### src/caregs_pkg.sv
// Package for the current alert status register bank
package caregs_pkg;
	localparam int          CAREGS_NUM_CHAN    = 8;
	localparam int          CAREGS_CHAN_W      = 3;
	localparam int          CAREGS_ADDR_W      = 8;
	localparam int          CAREGS_DATA_W      = 8;
	localparam logic [7:0]  CAREGS_OFF_LOW     = 8'h7c;
	localparam logic [7:0]  CAREGS_OFF_HIGH    = 8'h7d;
	localparam logic [7:0]  CAREGS_OFF_ANY     = 8'h7e;
	localparam logic [7:0]  CAREGS_RESET_VAL   = 8'h00;
	localparam logic [7:0]  CAREGS_UNMAPPED    = 8'h00;
endpackage : caregs_pkg

### src/caregs_flag_bank.sv
// Per-channel flag bank refreshed by each conversion
`timescale 1ns/1ps
module caregs_flag_bank
(
	// Clock and reset
	input  wire logic                                 sys_clk_in,
	input  wire logic                                 rst_in,
	// Conversion result
	input  wire logic                                 conv_done_in,
	input  wire logic [caregs_pkg::CAREGS_CHAN_W-1:0] input_channel_in,
	input  wire logic                                 hit_in,
	// Flags
	output logic [caregs_pkg::CAREGS_NUM_CHAN-1:0]    flags_out
);
	import caregs_pkg::*;

	logic [CAREGS_NUM_CHAN-1:0] flags_r;
	logic [CAREGS_NUM_CHAN-1:0] flags_nxt;
	logic [CAREGS_NUM_CHAN-1:0] sel_mask;

	assign sel_mask  = CAREGS_NUM_CHAN'(1) << input_channel_in;
	assign flags_nxt = hit_in ? (flags_r | sel_mask)
	                          : (flags_r & ~sel_mask);
	assign flags_out = flags_r;

	always_ff @(posedge sys_clk_in)
	begin
		if (rst_in)
			flags_r <= CAREGS_RESET_VAL;
		else if (conv_done_in)
			flags_r <= flags_nxt;
	end
endmodule : caregs_flag_bank

### src/caregs_top.sv
// Current alert status registers: low, high and combined per channel
// Behaviour
// - Low-alert register: bit n is channel n
// - High-alert register: bit n is channel n
// - Low bit is 1 when low crossed
// - High bit is 1 when high crossed
// - Combined bit is OR of high, low
// - Combined bit 0 only if neither crossed
// - A channel's bits refresh after each completed conversion of that channel; other bits hold
// - Reset clears all three registers
//
// The address-and-strobe port is this design's own decision.
`timescale 1ns/1ps
module caregs_top
(
	// Clock and reset
	input  wire logic                                 sys_clk_in,
	input  wire logic                                 rst_in,

	// Window comparator result, same clock domain
	input  wire logic                                 conv_done_in,
	input  wire logic [caregs_pkg::CAREGS_CHAN_W-1:0] input_channel_in,
	input  wire logic                                 chan_low_hit_in,
	input  wire logic                                 chan_high_hit_in,

	// Register port
	input  wire logic [caregs_pkg::CAREGS_ADDR_W-1:0] reg_addr_in,
	input  wire logic [caregs_pkg::CAREGS_DATA_W-1:0] reg_wdata_in,
	input  wire logic                                 reg_wr_in,
	input  wire logic                                 reg_rd_in,
	output logic [caregs_pkg::CAREGS_DATA_W-1:0]      reg_rdata_out,

	// Live combined flags
	output logic [caregs_pkg::CAREGS_NUM_CHAN-1:0]    chan_any_hit_out
);
	import caregs_pkg::*;

	// ==========================================================
	// Helper functions

	// True when the port address names the given register
	function automatic logic addr_is
	(
		input logic [CAREGS_ADDR_W-1:0] addr,
		input logic [CAREGS_ADDR_W-1:0] offset
	);
	begin
		addr_is = (addr == offset);
	end
	endfunction : addr_is

	// Passes a register byte only while its select is high
	function automatic logic [CAREGS_DATA_W-1:0] gate_byte
	(
		input logic                     sel,
		input logic [CAREGS_DATA_W-1:0] data
	);
	begin
		if (sel)
		begin
			gate_byte = data;
		end
		else
		begin
			gate_byte = CAREGS_UNMAPPED;
		end
	end
	endfunction : gate_byte

	// Widens or trims a flag vector to the register width
	function automatic logic [CAREGS_DATA_W-1:0] flags_view
	(
		input logic [CAREGS_NUM_CHAN-1:0] flags
	);
	begin
		flags_view = CAREGS_DATA_W'(flags);
	end
	endfunction : flags_view

	// ==========================================================
	// Conversion inputs

	logic conv_either;

	// Either threshold crossed by this conversion
	assign conv_either = chan_low_hit_in | chan_high_hit_in;

	// ==========================================================
	// Flag banks, one per register

	logic [CAREGS_NUM_CHAN-1:0] low_flags;
	logic [CAREGS_NUM_CHAN-1:0] high_flags;
	logic [CAREGS_NUM_CHAN-1:0] any_flags;

	// Low-threshold flags
	caregs_flag_bank u_low
	(
		.sys_clk_in       (sys_clk_in),
		.rst_in           (rst_in),
		.conv_done_in     (conv_done_in),
		.input_channel_in (input_channel_in),
		.hit_in           (chan_low_hit_in),
		.flags_out        (low_flags)
	);

	// High-threshold flags
	caregs_flag_bank u_high
	(
		.sys_clk_in       (sys_clk_in),
		.rst_in           (rst_in),
		.conv_done_in     (conv_done_in),
		.input_channel_in (input_channel_in),
		.hit_in           (chan_high_hit_in),
		.flags_out        (high_flags)
	);

	// Combined flags; same refresh as the others keeps the OR exact
	caregs_flag_bank u_any
	(
		.sys_clk_in       (sys_clk_in),
		.rst_in           (rst_in),
		.conv_done_in     (conv_done_in),
		.input_channel_in (input_channel_in),
		.hit_in           (conv_either),
		.flags_out        (any_flags)
	);

	// ==========================================================
	// Register views

	logic [CAREGS_DATA_W-1:0] low_view;
	logic [CAREGS_DATA_W-1:0] high_view;
	logic [CAREGS_DATA_W-1:0] any_view;

	assign low_view  = flags_view(low_flags);
	assign high_view = flags_view(high_flags);
	assign any_view  = flags_view(any_flags);

	// ==========================================================
	// Write side

	// Registers are read-only: no write reaches a flop
	logic wr_discard;

	assign wr_discard = reg_wr_in & (|reg_wdata_in);

	// ==========================================================
	// Read decode

	logic                     sel_low;
	logic                     sel_high;
	logic                     sel_any;
	logic [CAREGS_DATA_W-1:0] rd_sel;

	assign sel_low  = addr_is(reg_addr_in, CAREGS_OFF_LOW);
	assign sel_high = addr_is(reg_addr_in, CAREGS_OFF_HIGH);
	assign sel_any  = addr_is(reg_addr_in, CAREGS_OFF_ANY);

	// Unmapped addresses fall through as all zeros
	assign rd_sel = gate_byte(sel_low, low_view)
	              | gate_byte(sel_high, high_view)
	              | gate_byte(sel_any, any_view);

	// ==========================================================
	// Read data register

	logic [CAREGS_DATA_W-1:0] rdata_r;
	logic [CAREGS_DATA_W-1:0] rdata_nxt;

	// Held until the next read strobe
	assign rdata_nxt = reg_rd_in ? rd_sel : rdata_r;

	always_ff @(posedge sys_clk_in)
	begin
		if (rst_in)
			rdata_r <= CAREGS_RESET_VAL;
		else
			rdata_r <= rdata_nxt;
	end

	// ==========================================================
	// Outputs

	assign reg_rdata_out    = rdata_r;
	assign chan_any_hit_out = any_flags;

endmodule : caregs_top

### config.mk
export PLATFORM = sky130hd
export DESIGN_NAME = caregs_top
export DESIGN_NICKNAME = d
export VERILOG_FILES = /design/src/caregs_pkg.sv /design/src/caregs_flag_bank.sv /design/src/caregs_top.sv
export SDC_FILE = /design/constraint.sdc
export NUM_CORES = 1
export LEC_CHECK = 0
export ABC_AREA = 0
export BUFFER_PORTS_ARGS = -buffer_cell sky130_fd_sc_hd__clkbuf_2
export CAP_MARGIN = 20
export CORE_MARGIN = 2
export CORE_UTILIZATION = 52
export CTS_BUF_LIST = sky130_fd_sc_hd__clkbuf_4
export DETAILED_ROUTE_END_ITERATION = 8
export PLACE_DENSITY = 0.85
export SLEW_MARGIN = 20
export SYNTH_ARGS = -nofsm -noshare
export SYNTH_HDL_FRONTEND = slang
export SYNTH_SLANG_ARGS = --single-unit
### constraint.sdc
create_clock -name sys_clk_in -period 1.4 [get_ports sys_clk_in]
set_input_delay 0.35 -clock sys_clk_in [delete_from_list [all_inputs] [get_ports sys_clk_in]]
set_output_delay 0.35 -clock sys_clk_in [all_outputs]
set_load 0.005 [all_outputs]
Yosys cells after proc, flatten, opt, wreduce, memory -nomap -nowiden
Cells that the tools add are included.
Word-level totals
  register bits: 32
  input bits: 26
  output and inout bits: 16
  logic and storage cells: 24
Operators by class
  equality and inequality tests: 3
  shifts and indexed selects: 1
  muxes and demuxes: 6
  bitwise logic cells: 10
Operators by type and width (count)
  $mux W8: 6
  $or A8 B8 Y8: 5
  $and A8 B8 Y8: 3
  $eq A8 B7 Y1 const B: 3
  $not A8 Y8: 1
  $shl A1 B3 Y8 const A: 1
  $or A1 B1 Y1: 1

Logic depth before layout (Yosys ltp)
Gate-level depths: netlist of run 1.
  word-level depth: 4
  mapped depth: 5
  gate-level depth less buffers: 3

Hierarchy
Synthesis of run 1 repeated with hierarchy kept, for this count alone.
Second synthesis, totals
  cell total of the unflattened synthesis: 150
  area total of the unflattened synthesis: 1644.1 µm²
Modules (own cells, without submodules)
  caregs_flag_bank: instances 3, cells each 34, area an instance 386.6 µm², seq. area each 160.2 µm²
  caregs_top: instances 1, cells each 48, area an instance 484.2 µm², seq. area each 160.2 µm²

Worst setup path after synthesis of run 1
OpenSTA, ideal clock, no wires.
  path kind: input to register
  start point: in reg_addr_in[0] (netlist bit)
  end point: reg rdata_r[5] (netlist: reg_rdata_out[5])
  library setup time: 0.117 ns
  arrival: 1.095 ns
  data required time: 1.283 ns
  setup slack: 0.188 ns
  cell stages on the path: 5
  path buffers: 2
  cell sequence: buf_4 > buf_2 > mux2i_1 > o21ai_0 > a22o_1
On the way
  cells in the longest elaborated chain, start to end: 4
  elaborated cells on any way between the ends: 8
  those cells by class: eq/ne (3); mux (3); bitwise (2)
Ends and longest elaborated chain
  start, declared: line caregs_top.sv:27  | input wire logic [caregs_pkg::CAREGS_ADDR_W-1:0] reg_addr_in,
  $eq A8 B7 Y1: line caregs_top.sv:48  | addr_is = (addr == offset);
  $mux W8: line caregs_top.sv:59  | if (sel)
  $or A8 B8 Y8: line caregs_top.sv:161  | | gate_byte(sel_high, high_view)
  $or A8 B8 Y8 *: line caregs_top.sv:162  | | gate_byte(sel_any, any_view);
  end signal, assigned: line caregs_top.sv:178  | rdata_r <= rdata_nxt;
  end, declared: line caregs_top.sv:167  | logic [CAREGS_DATA_W-1:0] rdata_r;
Mark *: on every way between the ends. The rest lies on a longest branch, timed or not.
A chain may end at the register's enable or synchronous reset.

==> run summary, run 1 <==
The flow ran to the end, and the final reports show no timing, DRC or antenna violations. The tools report the number of max-slew violations in the final report as 0. For the worst flop-to-flop path, the logic depth is 3.

Data arrives at the worst endpoint at 0.86 ns. On the critical path, the stage with the largest delay is an instance of sky130_fd_sc_hd__dfxtp_1. The pin count of the biggest net entering global routing was 25; the starting density of the core was 0.554. After floorplanning, the core was sized to cover 0.00250 mm2. Class of the worst hold path: in2reg. The run gives 32 as the number of clock sinks. For this run, the top clock speed supported by timing is 827 MHz.

The minimum setup slack among reg-to-reg paths was 0.50 ns; the first-pass GRT wire length was 5.09 mm. The final hold slack is 0.369 ns. The worst slew slack as a fraction of its limit is 0.668. Clock tree synthesis selected as its root buffer the cell sky130_fd_sc_hd__clkbuf_4. The worst-case IR drop observed on VDD is 0.000782 V. For the final non-filler cell area, the log shows 0.00163 mm2. Walking the worst path, the cells encountered are clkbuf_2. The logs give 42 for the number of top-level pins and 0.00309 mm2 for the area enclosed by the die boundary.

Compared with the post-synthesis result, the final layout area differs by 18.0%. For this run, the slowest stage of the critical path takes 0.38 ns. For this design the static power due to leakage is 0.739 nW.

After filler insertion, the fill cell instance count of the layout stands at 198. For the utilization after layout, the log shows 0.654. In this run, post-CTS repair resized a total of 0 instances.

The tool flagged a number of max-cap violations equal to 0. The areal power density over the cells was 984 mW/mm2. The via count of the first global-routing pass was 1095.

The endpoint class of the critical path was an output pin. The average routed wire per standard cell is 14.9 um, and the die extent in x is 55.6 um. The post-detailed-route count of antenna-violating nets came out at 0. Total of hold buffers inserted after clock tree synthesis: 0.

TritonCTS built the clock tree. The global route total overflow was 0; the synthesis-stage register bit count was 32. The part of the Yosys area used for sequential elements is 0.463, and the clock-pin slew on the worst setup and hold paths is 0.10 ns.

In this run the worst path has a maximum fanout of 3. The worst hold path passes through 3 cells. Counting every net in the synthesized netlist gives 160. After clock tree synthesis, the setup repair step added 0 buffers. The worst register-to-register path ends at reg_rdata_out[1]$_SDFFE_PP0P_. Across the routed clock network, the largest skew measured is 0.0114 ns. After detailed placement, the total cell area comes to 0.00158 mm2. The critical path is of the reg2out type. The count of buffers added on input and output ports is 32.

The latest clock arrival within the worst-skew pair came out at 0.35 ns. STA classifies the critical path startpoint as a flip-flop. The worst path required time was 1.05 ns; the synthesized area per cell was 10.3 um2. The logs give 134 for the synthesized instance count and 0 for the final number of setup-violating endpoints. The run gives 0 as the count of final hold-check violations. For the distinct cell type count after synthesis, the log shows 18. No sink is reached through more buffers than the 2 on the longest clock path. The cell area that synthesis handed to floorplanning was 0.00139 mm2. The clock period minus worst slack is 1.21 ns, and the placed wire-length estimate after detailed placement is 2.16 mm. The total buffers and inverters traversed by the critical path was 1.

The chip height was 55.6 um. The tools report the number of buffers added by the clock tree synthesis step as 5. The transition time at the pin with the least slew margin was 0.496 ns. Setup repair after global routing left no endpoint under its margin. Fraction of final layout cells with drive strength greater than 1: 0.284. The count of antenna diodes in the layout is 0.

In this run the number of H-tree levels came out at 2. The sum of negative setup slack was 0 ns. Net count of the finished layout: 194.

The wire length reported by the detailed router came out at 2.96 mm. The cell type group with the largest total delay on the critical path was flip-flops. The logs give 191 for the cell count after placement and 0 for the number of antenna violations at the first check in global routing. The share of the cycle needed by the critical path after routing came out at 0.864.

The final weighted congestion in routability-driven placement is 0.730. In the routed layout, each cell is associated on average with a via count of 5.77. Number of remaining DRC errors: 0. The first detailed-routing pass ran for 4 iterations.

The final instance count without filler cells is 199. The total routing resource utilization after global routing was 0.211. After the first detailed-routing iteration, the DRC count stood at 29. The detailed router placed 1149 vias in this run.

Yosys printed 0 warnings. The worst hold path begins at chan_low_hit_in. The row count is 18.
[layout by cell type (no fill, tap or decap), drive strengths merged, types with 4 or more instances in the layout]
cell	instances
clkbuf	37
dfxtp	32
mux2i	28
nor2	27
nand3b	8
o21ai	8
a22o	8
a211oi	4
[metal layers]
metal / share of wire / routed length, um / track usage
met5: 0 / 0 / 0
met4: 0.016 / 48 / 0.0836
met3: 0.092 / 274 / 0.0837
met2: 0.47 / 1400 / 0.344
met1: 0.42 / 1240 / 0.249
[through the flow]
| step | power (W) | setup WS, ns |
|---|---|---|
| global placement | 0.00111 | 0.100 |
| global route | 0.00167 | 0.156 |
| detailed placement | 0.00112 | 0.0263 |
| CTS | 0.00162 | 0.177 |
| finish | 0.00161 | 0.190 |
| floorplan | 0.00105 | 0.188 |
[report_power, final]
part / leakage [nW] / internal [W] / switching (W)
Combinational: 0.448 / 0.0000731 / 0.0000892
Clock: 0.0324 / 0.000184 / 0.000324
Sequential: 0.259 / 0.000927 / 0.0000109
Total: 0.739 / 0.00118 / 0.000424
[final cells by class]
| type | count | area (um2) | share of cell area |
|---|---|---|---|
| well taps | 30 | 37.5 | 0.0230 |
| clock inverters | 3 | 13.8 | 0.00842 |
| clock buffers | 5 | 37.5 | 0.0230 |
| multi-input cells | 94 | 709 | 0.434 |
| repair buffers | 35 | 195 | 0.119 |
| flip-flops and latches | 32 | 641 | 0.392 |
[worst max-delay path by stage]
stage	startpoint	end	slack [ns]	depth (start not counted)
floorplan	reg_addr_in[0]	reg_rdata_out[5]$_SDFFE_PP0P_	0.19	5
global placement	input_channel_in[2]	flip-flop	0.10	4
detailed placement	input_channel_in[2]	flip-flop	0.03	4
CTS	flip-flop	chan_any_hit_out[2]	0.18	1
global route	flip-flop	chan_any_hit_out[7]	0.16	1
finish	flip-flop	chan_any_hit_out[2]	0.19	1
[Yosys cell counts]
cell type                   number  area share
sky130_fd_sc_hd__or2_2           1      0.0045
sky130_fd_sc_hd__nor4b_4         1       0.017
sky130_fd_sc_hd__nor2_1         26       0.070
sky130_fd_sc_hd__clkbuf_1        6       0.016
sky130_fd_sc_hd__nand4b_1        3       0.019
sky130_fd_sc_hd__nor2_2          1      0.0045
sky130_fd_sc_hd__dfxtp_1        32        0.46
sky130_fd_sc_hd__and4bb_2        1      0.0090
sky130_fd_sc_hd__nand4_1         2      0.0090
sky130_fd_sc_hd__o21ai_0         8       0.029
sky130_fd_sc_hd__a211oi_1        4       0.022
sky130_fd_sc_hd__nand4bb_1       1      0.0081
sky130_fd_sc_hd__and4bb_4        2       0.023
sky130_fd_sc_hd__buf_4           1      0.0054
sky130_fd_sc_hd__mux2i_1        28        0.20
sky130_fd_sc_hd__a22o_1          8       0.051
sky130_fd_sc_hd__buf_2           1      0.0036
sky130_fd_sc_hd__nand3b_1        8       0.043
[kinds of logic after synthesis]
group | count (synthesis) | synth area share
compound gates | 20 | 0.101
buf+inv | 8 | 0.0253
flops | 32 | 0.463
mux | 28 | 0.202
simple gates | 46 | 0.209
(Power assumes the default switching activity.)
==> run 2: changes to the inputs <==
- CORE_UTILIZATION: 52 -> 56
- PLACE_DENSITY: 0.85 -> 0.9
- clock period: 1.4 -> 1.5 ns (I/O delays scaled with it)
==> run summary, run 2 (same netlist as run 1, synthesis figures left out) <==
The wire length reported by the detailed router was 2.67 mm (-9.9%). The number of vias per cell was 5.60 (-3.0%); the met3 usage was 0.0778 (-0.00594). The layer flagged by global routing as most heavily used is met2.

The power dissipated by switching net loads came out at 0.000374 W (-12%). For the final weighted congestion in routability-driven placement, the log shows 0.696 (-4.6%). Sequential group share of total power: 0.525 (-0.058). The total routing resource utilization after global routing came out at 0.203 (-0.00788).

The top cell types in the final layout, fill and taps aside, are sky130_fd_sc_hd__dfxtp_1, sky130_fd_sc_hd__clkbuf_2, sky130_fd_sc_hd__mux2i_1, sky130_fd_sc_hd__nor2_1. The longest individual stage delay on the worst path is 0.38 ns (about the same). The largest buffer count on any clock path was 2 (unchanged); the internal portion of total power was 0.00129 W (+9.3%).

The count of buffers inserted at the top-level ports came out at 32 (unchanged). The maximum net fanout on the critical path works out to 3 (unchanged). The average routed wire per standard cell is 13.6 um (-8.9%). The run finished with clean final reports.

The logic depth of the worst register-to-register path is 3 (unchanged), and the minimum setup slack among reg-to-reg paths is 0.60 ns (+0.10 ns). Class of the worst hold path: in2reg. For the finished layout, the period the worst path requires is 1.21 ns. The chip height is 53.7 um (-3.4%), and the via count of the first global-routing pass is 938 (-14%). The tools report the placed wire-length estimate after detailed placement as 2.00 mm (-7.4%).

The achievable clock frequency is 823 MHz, and the H-tree level count is 2 (unchanged). The run gives 0 (unchanged) as the count of antenna diodes in the layout. Number of clock sinks: 32 (unchanged). The root buffer cell chosen for the clock tree is sky130_fd_sc_hd__clkbuf_4.

The worst setup path is captured at an output pin. Starting density of the core: 0.575 (+0.0207). The number of antenna violations at the first check in global routing is 0 (unchanged), and the fraction of final layout cells with drive strength greater than 1 is 0.281 (-0.00259). The met2 track demand over resource was 0.297 (-0.0468); the placeable core region was 0.00241 mm2 (-3.6%). In this run the most critical hold path is launched from chan_high_hit_in. Worst path required time: 1.12 ns (+0.07 ns). The logs give 0.33 ns (-0.02 ns) for the latest clock arrival within the worst-skew pair and 5 (unchanged) for the number of buffers added by the clock tree synthesis step.

Areal power density over the cells: 1020 mW/mm2 (+3.7%). The met1 track demand over resource is 0.260 (+0.0106), and the clock-pin slew on the worst setup and hold paths is 0.10 ns (about the same). The number of DRC violations after detailed-routing iteration 0 is 25 (-14%), and the net switching fraction of the power is 0.224 (-0.0394). The worst hold path depth is 3 (unchanged).

The row count came out at 18 (unchanged). The number of max-slew violations in the final report is 0 (unchanged). The logs give 193 (-2.5%) for the count of fill cells added during filler insertion and 0 ns (unchanged) for the sum of negative setup slack. For the worst-case clock skew, the log shows 0.0110 ns (-0.000465 ns). The number of resized instances in the post-cts repair step is 0 (unchanged), and the part of the total power dissipated in combinational logic is 0.084 (-0.017).

The minimum setup slack after placement is 0.0989 ns (+0.0726 ns), and the final number of setup-violating endpoints is 0 (unchanged). The classification of the worst setup path is reg2out. TritonCTS built the clock tree. The area enclosed by the die boundary is 0.00289 mm2 (-6.6%). The peak supply drop came out at 0.00104 V (+34%). The count of buffers added by post-CTS timing repair for setup came out at 0 (unchanged).

Layout-stage area growth over the synthesis result: 18.1% (about the same). The detailed-router iteration count before antenna repair came out at 4 (unchanged). The tools report the sort of element at the start of the critical path as a flip-flop. The number of remaining DRC errors came out at 0 (unchanged). The max capacitance violation total is 0 (unchanged). Post-detailed-route count of antenna-violating nets: 0 (unchanged). The total of hold buffers inserted after clock tree synthesis came out at 0 (unchanged).

Portion of total power attributed to the clock network: 0.392 (+0.076). The net count of the finished layout came out at 192 (-1.0%). The cell type group with the largest total delay on the critical path is flip-flops.

Setup repair after global routing left no endpoint under its margin. The run gives 0.285 ns (+0.0948 ns) as the smallest setup slack after layout. The die extent in x was 53.7 um (-3.4%). The transition time at the pin with the least slew margin came out at 0.477 ns (-0.0185 ns).

The number of top-level pins is 42 (unchanged). The global route total overflow is 0 (unchanged). The tools report the cell leakage power as 0.739 nW (-0.13%). The total buffers and inverters traversed by the critical path is 1 (unchanged), and the share of the cycle needed by the critical path after routing is 0.810. For the critical path data arrival time, the log shows 0.84 ns (-0.02 ns).

The critical path goes through clkbuf_2. The endpoint of the worst-slack reg-to-reg timing path is reg_rdata_out[6]$_SDFFE_PP0P_. The tools report the final non-filler cell area as 0.00164 mm2 (about the same). For the placed cell area, the log shows 0.00156 mm2 (-1.7%).

The tools report the via count of the routed design as 1103 (-4.0%). The slowest cell on the critical path is sky130_fd_sc_hd__dfxtp_1. For the count of final hold-check violations, the log shows 0 (unchanged). The first-pass GRT wire length is 4.09 mm (-20%). The worst slew slack as a fraction of its limit was 0.681 (+0.0124); the pin count of the biggest net entering global routing was 25 (unchanged).
## run 2: layout make-up
| cell class | count | area (um2) | area share |
|---|---|---|---|
| multi-input cells | 94 | 709 | 0.434 |
| flip-flops and latches | 32 | 641 | 0.392 |
| repair buffers | 33 | 168 | 0.103 |
| clock buffers | 6 | 45.0 | 0.0275 |
| well taps | 30 | 37.5 | 0.0230 |
| clock inverters | 2 | 35.0 | 0.0214 |
## run 2: stage by stage
| step | hold WS (ns) | utilization | power (W) | std cells |
|---|---|---|---|---|
| 3_5_place_dp | 0.467 | 0.645 | 0.00103 | 189 |
| 5_1_grt | 0.444 | 0.679 | 0.00173 | 197 |
| 3_3_place_gp | 0.461 | 0.645 | 0.00103 | 189 |
| 2_1_floorplan | 0.460 | - | 0.000981 | 134 |
| 6_report | 0.436 | 0.679 | 0.00167 | 197 |
| 4_1_cts | 0.440 | 0.679 | 0.00168 | 197 |
## run 2: per-layer routing
metal,wire length [um],up-vias,part of all wire
li1,-,552,-
met2,1140,45,0.43
met3,220,6,0.082
met4,55,0,0.021
met1,1250,500,0.47
met5,0,-,0
## run 2: how the worst max path moves through the flow
stage,start,to,slack [ns],cells after the start
2_1_floorplan,reg_addr_in[0],reg_rdata_out[5]$_SDFFE_PP0P_,0.26,5
3_3_place_gp,reg_addr_in[0],reg_rdata_out[4]$_SDFFE_PP0P_,0.12,4
3_5_place_dp,reg_addr_in[0],reg_rdata_out[4]$_SDFFE_PP0P_,0.1,4
4_1_cts,flip-flop,chan_any_hit_out[7],0.27,1
5_1_grt,flip-flop,chan_any_hit_out[2],0.24,1
6_report,flip-flop,chan_any_hit_out[7],0.29,1
## run 2: power by group through the flow
stage          registers, W  clock network (W)   logic, W
2_1_floorplan      0.000894                  0  0.0000872
3_3_place_gp       0.000894                  0   0.000134
3_5_place_dp       0.000895                  0   0.000140
4_1_cts            0.000875           0.000669   0.000140
5_1_grt            0.000877           0.000701   0.000153
6_report           0.000875           0.000653   0.000139
